## config.mk

```make
export PLATFORM = sky130hd
export DESIGN_NAME = timer2_input_capture
export DESIGN_NICKNAME = d
export VERILOG_FILES = /design/src/hdl/capture_pkg.sv /design/src/hdl/timer2_input_capture.sv
export SDC_FILE = /design/constraint.sdc
export NUM_CORES = 1
export LEC_CHECK = 0
export ABC_CLOCK_PERIOD_IN_PS = 2800
export BUFFER_PORTS_ARGS = -buffer_cell sky130_fd_sc_hd__buf_2
export CAP_MARGIN = 10
export CORE_MARGIN = 5
export CORE_UTILIZATION = 30
export DETAILED_ROUTE_END_ITERATION = 8
export PLACE_DENSITY = 0.48
export SLEW_MARGIN = 30
export SYNTH_ARGS = -nofsm -noshare
export SYNTH_HDL_FRONTEND = slang
export SYNTH_SLANG_ARGS = --single-unit
```

## constraint.sdc

```tcl
create_clock -name i_sys_clk -period 2.8 [get_ports i_sys_clk]
set_input_delay 0.28 -clock i_sys_clk [delete_from_list [all_inputs] [get_ports i_sys_clk]]
set_output_delay 0.28 -clock i_sys_clk [all_outputs]
set_load 0.05 [all_outputs]
```

## src/hdl/capture_pkg.sv

```systemverilog
// Constants and types shared by the three-channel capture unit
package capture_pkg;
  localparam int          CH_COUNT          = 3;
  localparam int          ADDR_W            = 12;
  localparam int          DATA_W            = 32;
  // Register indices; byte address is four times the index
  localparam logic [7:0]  IDX_ENABLE_FLAGS  = 8'h92;
  localparam logic [7:0]  IDX_EDGE_SELECT   = 8'h93;
  localparam logic [7:0]  IDX_FILTER        = 8'h94;
  localparam logic [7:0]  IDX_INT_ENABLE    = 8'ha8;
  localparam logic [7:0]  IDX_IRQ_STATUS    = 8'ha9;
  localparam logic [7:0]  IDX_IRQ_MASK      = 8'haa;
  localparam logic [7:0]  IDX_TIMER_CONTROL = 8'hc8;
  localparam logic [7:0]  IDX_TIMER_MODE    = 8'hc9;
  localparam logic [7:0]  IDX_COUNTER_LOW   = 8'hcc;
  localparam logic [7:0]  IDX_COUNTER_HIGH  = 8'hcd;
  localparam logic [2:0][7:0] IDX_RESULT_LOW  = {8'hed, 8'he6, 8'he4};
  localparam logic [2:0][7:0] IDX_RESULT_HIGH = {8'hee, 8'he7, 8'he5};
  // Field positions
  localparam int          POS_CH_ENABLE     = 4;
  localparam int          POS_CH_FLAG       = 0;
  localparam int          POS_FILTER_ENABLE = 4;
  localparam int          EDGE_SEL_W        = 2;
  localparam int          POS_TIMER_RUN     = 2;
  localparam int          POS_COMPARE_SEL   = 0;
  localparam int          POS_RELOAD_EN     = 7;
  localparam int          POS_PRESCALE      = 4;
  localparam int          PRESCALE_W        = 3;
  localparam int          POS_AUTO_CLEAR    = 3;
  localparam int          POS_CAPTURE_IE    = 7;
  localparam int          POS_GLOBAL_IE     = 0;
  // Writable bits; the rest read as zero
  localparam logic [7:0]  MASK_ENABLE_FLAGS = 8'h77;
  localparam logic [7:0]  MASK_EDGE_SELECT  = 8'h3f;
  localparam logic [7:0]  MASK_FILTER       = 8'h70;
  localparam logic [7:0]  MASK_INT_ENABLE   = 8'h81;
  localparam logic [7:0]  MASK_IRQ          = 8'h07;
  localparam logic [7:0]  MASK_TIMER_CTRL   = 8'h05;
  localparam logic [7:0]  MASK_TIMER_MODE   = 8'hf8;
  // Reset values
  localparam logic [7:0]  REG_RESET         = 8'h00;
  localparam logic [7:0]  IRQ_MASK_RESET    = 8'h07;
  localparam logic [15:0] COUNTER_CLEAR     = 16'h0000;
  // Timing
  localparam int          FILTER_CYCLES     = 4;
  localparam logic [1:0]  FILTER_LAST       = 2'(FILTER_CYCLES - 1);
  localparam logic [9:0]  PRESCALE_MIN      = 10'h004;
  typedef enum logic [1:0] {
    EDGE_FALL = 2'b00,
    EDGE_RISE = 2'b01,
    EDGE_BOTH = 2'b10,
    EDGE_RSVD = 2'b11
  } edge_sel_t;
endpackage

```

## src/hdl/timer2_input_capture.sv

```systemverilog
// Three-channel input capture unit with its 16-bit timer, APB register slave
// Operation
// Captures happen only while the compare/reload select and the reload enable bits are both clear.
// Three independent channels, each fed from its own pin (Schmitt stage sits in the pad).
// With its filter enabled a channel ignores pulses shorter than four clock cycles.
// Each channel has its own edge detector and all sample the one common counter.
// Edge select 00 falling, 01 rising, 10 both, 11 reserved and never triggers.
// A channel reacts only while its enable bit (bits 6..4 for channels 2..0) is set.
// A selected edge copies the counter high and low bytes into that channel's result pair.
// The counter keeps running through a capture unless auto-clear is on.
// A qualifying edge sets the channel flag at bit n of the enable/flag register.
// The shared interrupt is raised while a flag is set and both interrupt enables are set; the code also requires that flag's interrupt mask bit to be set.
// Software reads the three flags to learn which channel captured.
// Hardware never clears a flag; software clears it by writing.
// With auto-clear on, the counter goes to zero right after the capture latches it.
// Each result is 16 bits in separate readable and writable low and high byte registers.
// Clearing the run bit halts and holds the count; setting it lets it advance.
// The counter advances once per 4 to 512 clocks, chosen in powers of two by a 3-bit field.
// Each capture pin passes two flip-flops before filtering and edge detection.
//
// The implementer's own choice: register access over APB.
`timescale 1ns/1ps
module timer2_input_capture
  import capture_pkg::*;
(
  // Clock and reset
  input  logic                        i_sys_clk,
  input  logic                        i_rst_b,
  // APB slave
  input  logic                        i_psel,
  input  logic                        i_penable,
  input  logic                        i_pwrite,
  input  logic [capture_pkg::ADDR_W-1:0] i_paddr,
  input  logic [capture_pkg::DATA_W-1:0] i_pwdata,
  input  logic [3:0]                  i_pstrb,
  output logic [capture_pkg::DATA_W-1:0] o_prdata,
  output logic                        o_pready,
  output logic                        o_pslverr,
  // Capture pins
  input  logic                        i_capture_pin_0,
  input  logic                        i_capture_pin_1,
  input  logic                        i_capture_pin_2,
  // Interrupt
  output logic                        o_capture_irq
);
  import capture_pkg::*;

  logic [7:0]          enable_flags;
  logic [7:0]          edge_select;
  logic [7:0]          filter_control;
  logic [7:0]          int_enable;
  logic [7:0]          irq_status;
  logic [7:0]          irq_mask;
  logic [7:0]          timer_control;
  logic [7:0]          timer_mode;
  logic [15:0]         counter;
  logic [8:0]          div_cnt;
  logic [9:0]          div_len;
  logic                tick;
  logic                capture_mode;
  logic                auto_clear;
  logic [2:0]          pin_raw;
  logic [2:0]          capture_evt;
  logic [2:0][15:0]    result;
  logic [7:0]          idx;
  logic                addr_ok;
  logic                hit;
  logic [7:0]          rd_byte;
  logic                access;
  logic                wr_en;
  logic                rd_done;
  logic [7:0]          wbyte;
  logic [2:0]          irq_pending;

  // Bus decode
  assign idx     = i_paddr[9:2];
  assign addr_ok = (i_paddr[ADDR_W-1:10] == 2'h0) && (i_paddr[1:0] == 2'h0);
  assign access  = i_psel && i_penable;
  assign wr_en   = access && o_pready && i_pwrite && i_pstrb[0] && hit;
  assign rd_done = access && o_pready && !i_pwrite;
  assign wbyte   = i_pwdata[7:0];

  // Capture qualifiers
  assign capture_mode = !timer_control[POS_COMPARE_SEL] && !timer_mode[POS_RELOAD_EN];
  assign auto_clear   = timer_mode[POS_AUTO_CLEAR];
  assign pin_raw      = {i_capture_pin_2, i_capture_pin_1, i_capture_pin_0};

  // Register read mux
  always_comb begin
    hit     = 1'b1;
    rd_byte = REG_RESET;
    if (!addr_ok) begin
      hit = 1'b0;
    end else if (idx == IDX_ENABLE_FLAGS) begin
      rd_byte = enable_flags;
    end else if (idx == IDX_EDGE_SELECT) begin
      rd_byte = edge_select;
    end else if (idx == IDX_FILTER) begin
      rd_byte = filter_control;
    end else if (idx == IDX_INT_ENABLE) begin
      rd_byte = int_enable;
    end else if (idx == IDX_IRQ_STATUS) begin
      rd_byte = irq_status;
    end else if (idx == IDX_IRQ_MASK) begin
      rd_byte = irq_mask;
    end else if (idx == IDX_TIMER_CONTROL) begin
      rd_byte = timer_control;
    end else if (idx == IDX_TIMER_MODE) begin
      rd_byte = timer_mode;
    end else if (idx == IDX_COUNTER_LOW) begin
      rd_byte = counter[7:0];
    end else if (idx == IDX_COUNTER_HIGH) begin
      rd_byte = counter[15:8];
    end else if (idx == IDX_RESULT_LOW[0]) begin
      rd_byte = result[0][7:0];
    end else if (idx == IDX_RESULT_HIGH[0]) begin
      rd_byte = result[0][15:8];
    end else if (idx == IDX_RESULT_LOW[1]) begin
      rd_byte = result[1][7:0];
    end else if (idx == IDX_RESULT_HIGH[1]) begin
      rd_byte = result[1][15:8];
    end else if (idx == IDX_RESULT_LOW[2]) begin
      rd_byte = result[2][7:0];
    end else if (idx == IDX_RESULT_HIGH[2]) begin
      rd_byte = result[2][15:8];
    end else begin
      hit = 1'b0;
    end
  end

  // One wait state so read data comes from a flip-flop
  always_ff @(posedge i_sys_clk) begin
    if (!i_rst_b) begin
      o_pready <= 1'b0;
    end else begin
      o_pready <= access && !o_pready;
    end
  end

  // Read data loaded in the first access cycle
  always_ff @(posedge i_sys_clk) begin
    if (!i_rst_b) begin
      o_prdata <= {DATA_W{1'b0}};
    end else if (access && !o_pready) begin
      o_prdata <= {24'h000000, rd_byte};
    end
  end

  // Error with the same timing as the data
  always_ff @(posedge i_sys_clk) begin
    if (!i_rst_b) begin
      o_pslverr <= 1'b0;
    end else if (access && !o_pready) begin
      o_pslverr <= !hit;
    end
  end

  // Edge select
  always_ff @(posedge i_sys_clk) begin
    if (!i_rst_b) begin
      edge_select <= REG_RESET;
    end else if (wr_en && idx == IDX_EDGE_SELECT) begin
      edge_select <= wbyte & MASK_EDGE_SELECT;
    end
  end

  // Filter enables
  always_ff @(posedge i_sys_clk) begin
    if (!i_rst_b) begin
      filter_control <= REG_RESET;
    end else if (wr_en && idx == IDX_FILTER) begin
      filter_control <= wbyte & MASK_FILTER;
    end
  end

  // Interrupt enables
  always_ff @(posedge i_sys_clk) begin
    if (!i_rst_b) begin
      int_enable <= REG_RESET;
    end else if (wr_en && idx == IDX_INT_ENABLE) begin
      int_enable <= wbyte & MASK_INT_ENABLE;
    end
  end

  // Interrupt mask
  always_ff @(posedge i_sys_clk) begin
    if (!i_rst_b) begin
      irq_mask <= IRQ_MASK_RESET;
    end else if (wr_en && idx == IDX_IRQ_MASK) begin
      irq_mask <= wbyte & MASK_IRQ;
    end
  end

  // Timer control
  always_ff @(posedge i_sys_clk) begin
    if (!i_rst_b) begin
      timer_control <= REG_RESET;
    end else if (wr_en && idx == IDX_TIMER_CONTROL) begin
      timer_control <= wbyte & MASK_TIMER_CTRL;
    end
  end

  // Timer mode
  always_ff @(posedge i_sys_clk) begin
    if (!i_rst_b) begin
      timer_mode <= REG_RESET;
    end else if (wr_en && idx == IDX_TIMER_MODE) begin
      timer_mode <= wbyte & MASK_TIMER_MODE;
    end
  end

  // Enables and flags; a capture in the clearing cycle keeps its flag
  always_ff @(posedge i_sys_clk) begin
    if (!i_rst_b) begin
      enable_flags <= REG_RESET;
    end else begin
      if (wr_en && idx == IDX_ENABLE_FLAGS) begin
        enable_flags <= (wbyte & MASK_ENABLE_FLAGS) | {5'h00, capture_evt};
      end else begin
        enable_flags <= enable_flags | {5'h00, capture_evt};
      end
    end
  end

  // Sticky event log, cleared by reading it
  always_ff @(posedge i_sys_clk) begin
    if (!i_rst_b) begin
      irq_status <= REG_RESET;
    end else if (rd_done && addr_ok && idx == IDX_IRQ_STATUS) begin
      irq_status <= {5'h00, capture_evt};
    end else begin
      irq_status <= irq_status | {5'h00, capture_evt};
    end
  end

  // Flags that survive the mask
  assign irq_pending = enable_flags[POS_CH_FLAG +: CH_COUNT] & irq_mask[2:0];

  always_ff @(posedge i_sys_clk) begin
    if (!i_rst_b) begin
      o_capture_irq <= 1'b0;
    end else begin
      o_capture_irq <= int_enable[POS_CAPTURE_IE] && int_enable[POS_GLOBAL_IE] && |irq_pending;
    end
  end

  // Prescaler: divide by 4 << field
  assign div_len = PRESCALE_MIN << timer_mode[POS_PRESCALE +: PRESCALE_W];
  // At or past the end, so a shorter divide never wraps the divider
  assign tick    = timer_control[POS_TIMER_RUN] && (div_cnt >= 9'(div_len - 10'h001));

  always_ff @(posedge i_sys_clk) begin
    if (!i_rst_b) begin
      div_cnt <= 9'h000;
    end else if (tick) begin
      div_cnt <= 9'h000;
    end else if (timer_control[POS_TIMER_RUN]) begin
      div_cnt <= div_cnt + 9'h001;
    end
  end

  // Counter: software write, then auto-clear, then advance
  always_ff @(posedge i_sys_clk) begin
    if (!i_rst_b) begin
      counter <= COUNTER_CLEAR;
    end else if (wr_en && idx == IDX_COUNTER_LOW) begin
      counter[7:0] <= wbyte;
    end else if (wr_en && idx == IDX_COUNTER_HIGH) begin
      counter[15:8] <= wbyte;
    end else if (auto_clear && |capture_evt) begin
      counter <= COUNTER_CLEAR;
    end else if (tick) begin
      counter <= counter + 16'h0001;
    end
  end

  // Per-channel capture path
  genvar ch;
  generate
    for (ch = 0; ch < CH_COUNT; ch++) begin : g_ch
      logic       sync_a;
      logic       sync_b;
      logic       level;
      logic       level_d;
      logic [1:0] stable_cnt;
      edge_sel_t  sel;
      logic       rise;
      logic       fall;
      logic       hit_edge;
      logic       filter_on;
      logic       ch_enable;

      // Two-flop synchroniser
      always_ff @(posedge i_sys_clk) begin
        if (!i_rst_b) begin
          sync_a <= 1'b0;
          sync_b <= 1'b0;
        end else begin
          sync_a <= pin_raw[ch];
          sync_b <= sync_a;
        end
      end

      // With its filter on, level follows the pin only after it differs for four cycles
      assign filter_on = filter_control[POS_FILTER_ENABLE + ch];

      always_ff @(posedge i_sys_clk) begin
        if (!i_rst_b) begin
          level      <= 1'b0;
          stable_cnt <= 2'h0;
        end else begin
          if (!filter_on) begin
            level      <= sync_b;
            stable_cnt <= 2'h0;
          end else if (sync_b == level) begin
            stable_cnt <= 2'h0;
          end else if (stable_cnt == FILTER_LAST) begin
            level      <= sync_b;
            stable_cnt <= 2'h0;
          end else begin
            stable_cnt <= stable_cnt + 2'h1;
          end
        end
      end

      // Delayed level for the edge detector
      always_ff @(posedge i_sys_clk) begin
        if (!i_rst_b) begin
          level_d <= 1'b0;
        end else begin
          level_d <= level;
        end
      end

      // Edge detector on the filtered level
      assign sel  = edge_sel_t'(edge_select[EDGE_SEL_W*ch +: EDGE_SEL_W]);
      assign rise = level && !level_d;
      assign fall = !level && level_d;

      always_comb begin
        unique case (sel)
          EDGE_FALL: hit_edge = fall;
          EDGE_RISE: hit_edge = rise;
          EDGE_BOTH: hit_edge = rise || fall;
          EDGE_RSVD: hit_edge = 1'b0;
        endcase
      end

      assign ch_enable       = enable_flags[POS_CH_ENABLE + ch];
      assign capture_evt[ch] = hit_edge && capture_mode && ch_enable;

      // Result low byte; a capture wins over a software write
      always_ff @(posedge i_sys_clk) begin
        if (!i_rst_b) begin
          result[ch][7:0] <= COUNTER_CLEAR[7:0];
        end else if (capture_evt[ch]) begin
          result[ch][7:0] <= counter[7:0];
        end else if (wr_en && idx == IDX_RESULT_LOW[ch]) begin
          result[ch][7:0] <= wbyte;
        end
      end

      // Result high byte; a capture wins over a software write
      always_ff @(posedge i_sys_clk) begin
        if (!i_rst_b) begin
          result[ch][15:8] <= COUNTER_CLEAR[15:8];
        end else if (capture_evt[ch]) begin
          result[ch][15:8] <= counter[15:8];
        end else if (wr_en && idx == IDX_RESULT_HIGH[ch]) begin
          result[ch][15:8] <= wbyte;
        end
      end
    end
  endgenerate

endmodule

```

==> results of run 1 <==
-- critical path, delay by kind of cell (launching register included) --
kind	cells	cell delay (ns)
AO/OA/AOI/OAI	5	1.51
adder cells (fa/ha/maj)	1	0.29
buffers and inverters	1	0.08
flip-flops	1	0.39
AND/OR/NAND/NOR	1	0.14
-- where the power goes --
part           total (W)  switching, W  internal [W]
clock            0.00241      0.000906       0.00150
combinational   0.000328      0.000256     0.0000717
sequential       0.00189    0.00000420       0.00189
total            0.00463       0.00117       0.00346
-- registers in the layout, indices dropped and copies added (netlist names), 5 cells and up --
| name | cells |
|---|---|
| div_cnt | 9 |
| o_prdata | 8 |
| enable_flags | 6 |
| counter | 16 |
| edge_select | 6 |
| g_ch.stable_cnt | 6 |
| timer_mode | 5 |
| result | 48 |
-- Yosys cell counts (4+ instances only) --
cell type,count
nor2_1,122
a211oi_1,50
o21ai_0,39
a21oi_1,51
inv_1,19
and2_1,6
nand2b_1,7
xor2_1,10
nand3_1,51
buf_2,19
xnor2_1,5
ha_1,18
nor3_1,28
buf_1,6
buf_4,25
clkbuf_1,51
o211ai_1,4
and4_1,4
a311oi_1,16
a31oi_1,5
nor2b_1,10
nor2_2,4
nor3b_1,4
a22o_1,4
dfxtp_1,132
o22ai_1,8
nand4_1,13
a22oi_1,6
a221oi_1,5
mux2i_1,66
and3_1,10
a32oi_1,6
nand2_1,74
o31ai_1,4
nor4_1,5
-- layout by cell type, fill, tap and decap left out, types with 4 or more instances in the layout --
| master | Yosys | routed |
|---|---|---|
| dfxtp_1 | 132 | 132 |
| nor2_1 | 122 | 122 |
| nand2_1 | 74 | 74 |
| mux2i_1 | 66 | 66 |
| nand3_1 | 51 | 51 |
| a21oi_1 | 51 | 51 |
| a211oi_1 | 50 | 50 |
| o21ai_0 | 39 | 39 |
| buf_2 | 19 | 39 |
| buf_4 | 25 | 34 |
| nor3_1 | 28 | 28 |
| conb_1 | 1 | 24 |
| inv_1 | 19 | 19 |
| ha_1 | 18 | 18 |
| clkbuf_16 | 0 | 17 |
| a311oi_1 | 16 | 16 |
| nand4_1 | 13 | 13 |
| nor2b_1 | 10 | 10 |
| and3_1 | 10 | 10 |
| xor2_1 | 10 | 10 |
| o22ai_1 | 8 | 8 |
| nand2b_1 | 7 | 7 |
| and2_1 | 6 | 6 |
| a32oi_1 | 6 | 6 |
| a22oi_1 | 6 | 6 |
| a221oi_1 | 5 | 5 |
| nor4_1 | 5 | 5 |
| a31oi_1 | 5 | 5 |
| xnor2_1 | 5 | 5 |
| nor2_2 | 4 | 4 |
| nor3b_1 | 4 | 4 |
| and4_1 | 4 | 4 |
| o31ai_1 | 4 | 4 |
| a22o_1 | 4 | 4 |
| o211ai_1 | 4 | 4 |
| clkinvlp_4 | 0 | 4 |
| clkbuf_8 | 0 | 4 |
-- logic make-up (layout without fill, tap and decap cells) --
| group | Yosys count | after routing | synth area share (%) |
|---|---|---|---|
| buffers and inverters | 123 | 127 | 7.901 |
| multiplexers | 69 | 69 | 9.173 |
| AND/OR/NAND/NOR | 361 | 361 | 23.24 |
| flip-flops | 132 | 132 | 34.91 |
| XOR/XNOR | 15 | 15 | 1.735 |
| AO/OA/AOI/OAI | 222 | 222 | 20.02 |
| adder cells (fa/ha/maj) | 18 | 18 | 2.975 |
| other | 1 | 24 | 0.04954 |
-- layer usage --
layer	vias up	global-route usage, %	wire length [um]
li1	3396	-	-
met1	3417	24.27	11800
met2	232	28.19	11690
met3	40	4.064	1608
met4	2	5.152	552
met5	-	0	12
-- cell type report --
class	count	area, um^2
Clock buffer	22	484.2
Timing Repair Buffer	75	490.5
Sequential cell	132	2643
Fill cell	2643	16360
Tap cell	330	412.9
Clock inverter	10	146.4
Multi-Input combinational cell	709	4424
Inverter	20	75.07
-- what timing repair did --
action,CTS,global route
endpoints found under the setup margin,0,3
endpoints found under the hold margin,0,0
gates resized for setup,0,1
-- through the flow --
step                      cells  hold WS (ns)  total power, W  setup slack, ns
final                      1298       0.05818        0.004625           0.2588
after global routing       1298       0.04473        0.004782          0.06392
after CTS                  1298       0.04526        0.004661           0.2408
after detailed placement   1266        0.4127        0.002256           0.2235
after global placement     1266        0.4100        0.002256           0.2515
after floorplan             964        0.3988        0.002171           0.5697
-- final timing paths --
| path | slack [ns] | start | end | cells after the start |
|---|---|---|---|---|
| setup / recovery | 0.26 | g_ch[2].level | counter[15] | 8 |
| hold / removal | 0.06 | i_capture_pin_0 | g_ch[0].sync_a | 2 |
| setup reg to reg | 0.26 | g_ch[2].level | counter[15] | 8 |
| hold reg to reg | 0.42 | g_ch[1].stable_cnt[0] | g_ch[1].stable_cnt[0] | 1 |
==> results, run 1 <==
- The run finished with clean final reports.
- The number of global-route vias before repair was between 6000 and 7000.
- The detailed-route wire length per cell is around 20 um.
- Among all flip-flop cells after synthesis, the most frequent one is dfxtp_1.
- The clock skew after layout is 0.01360 ns.
- The proportion of synthesized chip area in sequential cells is roughly a third.
- The number of buffers inserted for hold repair after clock tree synthesis is 0.
- In this run the worst path has a maximum fanout of 14.
- Synthesis produced ~940 cells.
- The ratio of routed vias to standard cells is 5.460.
- The detailed router finished its first iteration with 646 violations.
- The TritonCTS clock tree is built.
- The floorplan step defined a die boundary enclosing 28510 um^2.
- Walking the worst path, the cells encountered are inv_1, ha_1, a211oi_1, o211ai_2, a31oi_4, nor2_1, o21ai_1, o22ai_1.
- The arrival time reported for the critical path endpoint is 2.84 ns.
- The first-pass iteration count of the detailed router is 5.
- The portion of synthesized cell area occupied by the leading cell type is around a third.
- In this run the horizontal extent of the chip is between 150 and 200 um.
- The highest clock rate is 393.5 MHz.
- The HPWL after detailed placement is 17.51 mm.
- For this run, asynchronously set or reset flops after synthesis account for 0%.
- The final count of hold timing violations is 0.
- The synthesized netlist occupies a cell area of between 7000 and 8000 um^2.
- The max capacitance violation total is 0.
- The type of the tightest min-delay check is in -> reg.
- Summed over all cells, the static leakage comes to 3.513 nW.
- The count of nets left with antenna violations once routing finished came out at 0.
- The cell type of the slowest stage on the worst timing path is a31oi_4.
- The worst-skew pair later-pin latency is 0.43 ns.
- The setup violation total in the final timing report is 0.
- The final route contains about 7000 vias.
- The initial standard-cell utilization of the core is 30.23%.
- The mean instance size in the synthesized netlist is 8.044 um^2.
- After synthesis, the cell types taking the most area are dfxtp_1, mux2i_1, nor2_1, a211oi_1, nand2_1.
- 91 I/O pins were placed.
- The overall routing resource usage is 17.79%.
- The global-route wire length before repair is 39.47 mm.
- STA classifies the critical path startpoint as a register.
- The net total in the final layout is 1029.
- The largest single stage delay on the critical path is 0.53 ns.
- The biggest area consumer among synthesized cells is dfxtp_1.
- The CTS clock-pin slew for the worst setup and hold paths is approximately 0.060 ns.
- The number of levels the H-tree was split into is 4.
- The floorplan step defined a core boundary enclosing about 25000 um^2.
- The netlist uses 72 different library cells.
- The worst slew slack as a fraction of its limit is 57.51%.
- The number of synthesis warnings is 0.
- The critical path in this run is classified as reg -> reg.
- The number of remaining DRC errors is 0.
- The number of buffer cells added on primary ports is 39.
- Setup repair after global routing left no endpoint under its margin.
- The number of core rows is 58.
- The actual slew at the worst max-slew pin is 0.6356 ns.
- The worst setup path is captured at a register.
- The portion of the clock cycle consumed by the worst path in the final layout is 90.76%.
- The total CTS buffers is 17.
- Counting flops and latches in the post-synthesis netlist gives 132.
- The number of buffers inserted to repair setup after CTS is 0.
- The number of clock sinks is 132.
- The maximum resistive drop on vdd is 0.3209 mV.
- The worst path needs around 2.5 ns of the cycle, external delays included.
- The summed negative setup slack over all endpoints is 0 ns.
- Wires add up to approximately 26 mm.
- The clock passes through at most 2 buffers.
- The number of antenna violations at the first check in global routing is 1.
- After detailed placement, the total cell area comes to approximately 8000 um^2.
- At the end of routability-driven placement, the weighted congestion stood at 0.8607.
- The floorplan step set the die height to 168.8 um.
- CTS placed an instance of clkbuf_16 at the clock tree root.
- Cells with a size suffix above 1 make up a little over an eighth of the layout.
- From synthesis to final layout, the design area changed by 14.61%.
- For this run the aggregate overflow at the end of global routing stands at 0.
- After routing the design area is 8676 um^2.
- The final design utilization is 34.65%.
- Entering global routing, the biggest net connects 86 pins.
- The number of slew-limit violations in the final report is 0.
- Counting flops with a built-in enable in the synthesized netlist gives 0.
- At the worst endpoint, the required time is 3.10 ns.
- Dividing total power by cell area gives a power density of around 530 nW/um^2.
- The number of inserted diodes is 0.
Power figures use the tool's default switching activity.
==> inputs of run 2 (changes only) <==
--- a/config.mk
+++ b/config.mk
@@ -12,6 +12,7 @@
 export CORE_UTILIZATION = 30
 export DETAILED_ROUTE_END_ITERATION = 8
 export PLACE_DENSITY = 0.48
+export SETUP_SLACK_MARGIN = 0.4
 export SLEW_MARGIN = 30
 export SYNTH_ARGS = -nofsm -noshare
 export SYNTH_HDL_FRONTEND = slang
==> results, run 2 (synthesis gave the netlist of run 1 again) <==
- In the layout the commonest cells are dfxtp_1, nor2_1, nand2_1.
- Counting the fill cells in the layout gives 2641.
- After the first detailed-routing iteration, the DRC count stood at just under 600.
- The number of buffer cells added on primary ports is 39.
- The area growth from synthesis to layout is 15.59%.
- For this block, the routed nets add up to roughly 26 mm of wire.
- The number of slew-limit violations in the final report is 0.
- For the pin with the worst max-slew slack, the measured transition is 0.6362 ns.
- The number of antenna violations at the first check in global routing is 1.
- Setup repair after global routing left no endpoint under its margin.
- The maximum number of pins on one net before global-route repair is 86.
- The family with the most delay on the worst path is compound AO/OA/AOI/OAI gates.
- The type of the tightest min-delay check is in -> reg.
- The element type at the critical path start is a register.
- The first-pass iteration count of the detailed router is 7.
- The hold slack is 0.05961 ns.
- The portion of the clock cycle consumed by the worst path in the final layout is about four fifths.
- The die covers 28510 um^2.
- The core outline area is 25040 um^2.
- Across the routed clock network, the largest skew measured is 0.01300 ns.
- Derived from the worst setup path, the maximum achievable clock frequency is 441.4 MHz.
- Counting every sink on the clock net gives ~130.
- Across the VDD grid, the largest voltage drop is 0.3175 mV.
- Leaving out fill and tap cells, the most frequent cell in the layout is dfxtp_1.
- The final global-route overflow total is 0.
- The flow ran to the end, and the final reports show no timing, DRC or antenna violations.
- The analysis attributes to cell leakage a power of 3.549 nW.
- The worst-skew pair later-pin latency is 0.43 ns.
- Traced cell by cell, the critical path runs through inv_1, ha_1, a211oi_1, o211ai_2, a31oi_4, buf_12, buf_4, nand2_1, nand3_1, o32ai_1.
- The detail route stage leaves a number of antenna-violating nets equal to 0.
- The number of inserted diodes is 0.
- The global-route wire length before repair is 39.50 mm.
- The worst slew slack as a fraction of its limit is a little under three fifths.
- After detailed routing, the number of vias per cell comes to ~5.5.
- The y dimension of the die is 168.8 um.
- Clock-pin slew was measured on the worst setup and hold paths at 0.06 ns.
- The number of buffers and inverters on the critical path is 3.
- The largest fanout of any net on the critical path is 9.
- Across all layers, the routed design uses 7104 vias.
- The arrival time reported for the critical path endpoint is around 2.6 ns.
- The maximum root-to-sink buffer count is 2.
- For this design the top-level I/O count stands at 91.
- The final count of hold timing violations was 0.
- Clock tree synthesis inserted a total of 17 buffers.
- Cells with a size suffix above 1 make up 14.70% of the layout.
- The summed negative setup slack over all endpoints is 0 ns.
- The H-tree generated during clock tree synthesis spans 4 levels.
- The kind of end point of the critical path is a register.
- After floorplanning, the core was divided into 58 placement rows.
- The overall routing resource usage is 17.80%.
- Across the run, the number of max-cap violations was 0.
- The net total in the final layout is 1034.
- Power spread over the standard cell area amounts to 527.8 nW/um^2.
- The cell sitting at the root of the clock tree is a clkbuf_16.
- The flip-flop count of the largest register, all copies and words added is 48.
- The power after layout is 0.004618 W.
- The setup slack of the critical path after layout is 0.5345 ns.
- The detailed-route wire length per cell is 19.73 um.
- At the end of routability-driven placement, the weighted congestion stood at ~0.86.
- The critical path start-end classification is reg -> reg.
- TritonCTS built the clock tree.
- Detailed placement finished with a half-perimeter wire length of 17.51 mm.
- Once the floorplan was initialized, standard cells occupied between 30 and 40% of the core.
- Setup violations remaining at the end of the flow were counted as 0.
- The die width is 168.8 um.
- For the worst setup path, the data required time is 3.10 ns.
- The number of remaining DRC errors is 0.
- On the critical path, the stage with the largest delay is an instance of dfxtp_1.
- Counting flops per register, the top entry is result.
- OpenSTA, run right after detailed placement, puts the worst setup slack at around 0.22 ns.
- In the final layout, the registers with the most flip-flops are result (48), counter (16), div_cnt (9).
- In this design, the stage delay of the slowest critical-path cell is 0.39 ns.
- The number of global-route vias before repair is 6675.
- The final critical-path required period is 2.265 ns.
-- run 2: path summary, 6_finish.rpt --
path,from,to,slack [ns],cells after the start
setup reg to reg,g_ch[2].level,counter[14],0.53,10
hold reg to reg,g_ch[1].stable_cnt[0],g_ch[1].stable_cnt[0],0.42,1
hold / removal,i_capture_pin_0,g_ch[0].sync_a,0.06,2
setup / recovery,g_ch[2].level,counter[14],0.53,10
-- run 2: what timing repair did --
item                                    in CTS  in global routing
hold endpoints to repair                     0                  0
hold buffers                                 0                  0
pin swaps                                    2                  2
buffers inserted                             4                  1
gates resized for setup                      2                  9
endpoints found under the setup margin      14                 21
-- run 2: layout make-up --
type	count	area (um^2)	area share, %
clock buffers	22	484.2	5.534
clock inverters	10	146.4	1.673
inverters	20	75.07	0.8580
flip-flops and latches	132	2649	30.27
repair buffers	80	540.5	6.178
multi-input cells	709	4442	50.77
well taps	330	412.9	4.719
-- run 2: metrics by stage --
step / utilization [%] / std cells / area, um^2
2_1_floorplan: - / 964 / 7656
3_3_place_gp: 32.10 / 1266 / 8036
3_5_place_dp: 32.10 / 1266 / 8036
4_1_cts: 34.83 / 1302 / 8720
5_1_grt: 34.95 / 1303 / 8750
6_report: 34.95 / 1303 / 8750
-- run 2: power breakdown --
| part | internal [W] | total, W | switching [W] | leakage, nW |
|---|---|---|---|---|
| Combinational | 0.0000718 | 0.000328 | 0.000256 | 2.19 |
| Sequential | 0.00188 | 0.00189 | 0.00000418 | 1.07 |
| Clock | 0.00150 | 0.00240 | 0.000899 | 0.295 |
| Total | 0.00346 | 0.00462 | 0.00116 | 3.55 |
-- run 2: layer usage --
layer | GRT usage (%) | part of all wire (%) | up-vias
met5 | 0 | 0.047 | -
met4 | 5.187 | 2.1 | 2
met3 | 4.087 | 6.9 | 40
met2 | 28.28 | 46 | 259
met1 | 24.20 | 45 | 3403
li1 | - | - | 3400
-- run 2: worst reg2reg max path, cell delays in order (launching register included) --
cell and delay (ns):
dfxtp_1 0.39, inv_1 0.08, ha_1 0.29, a211oi_1 0.29, o211ai_2 0.16, a31oi_4 0.21, buf_12 0.15, buf_4 0.14
nand2_1 0.07, nand3_1 0.22, o32ai_1 0.13
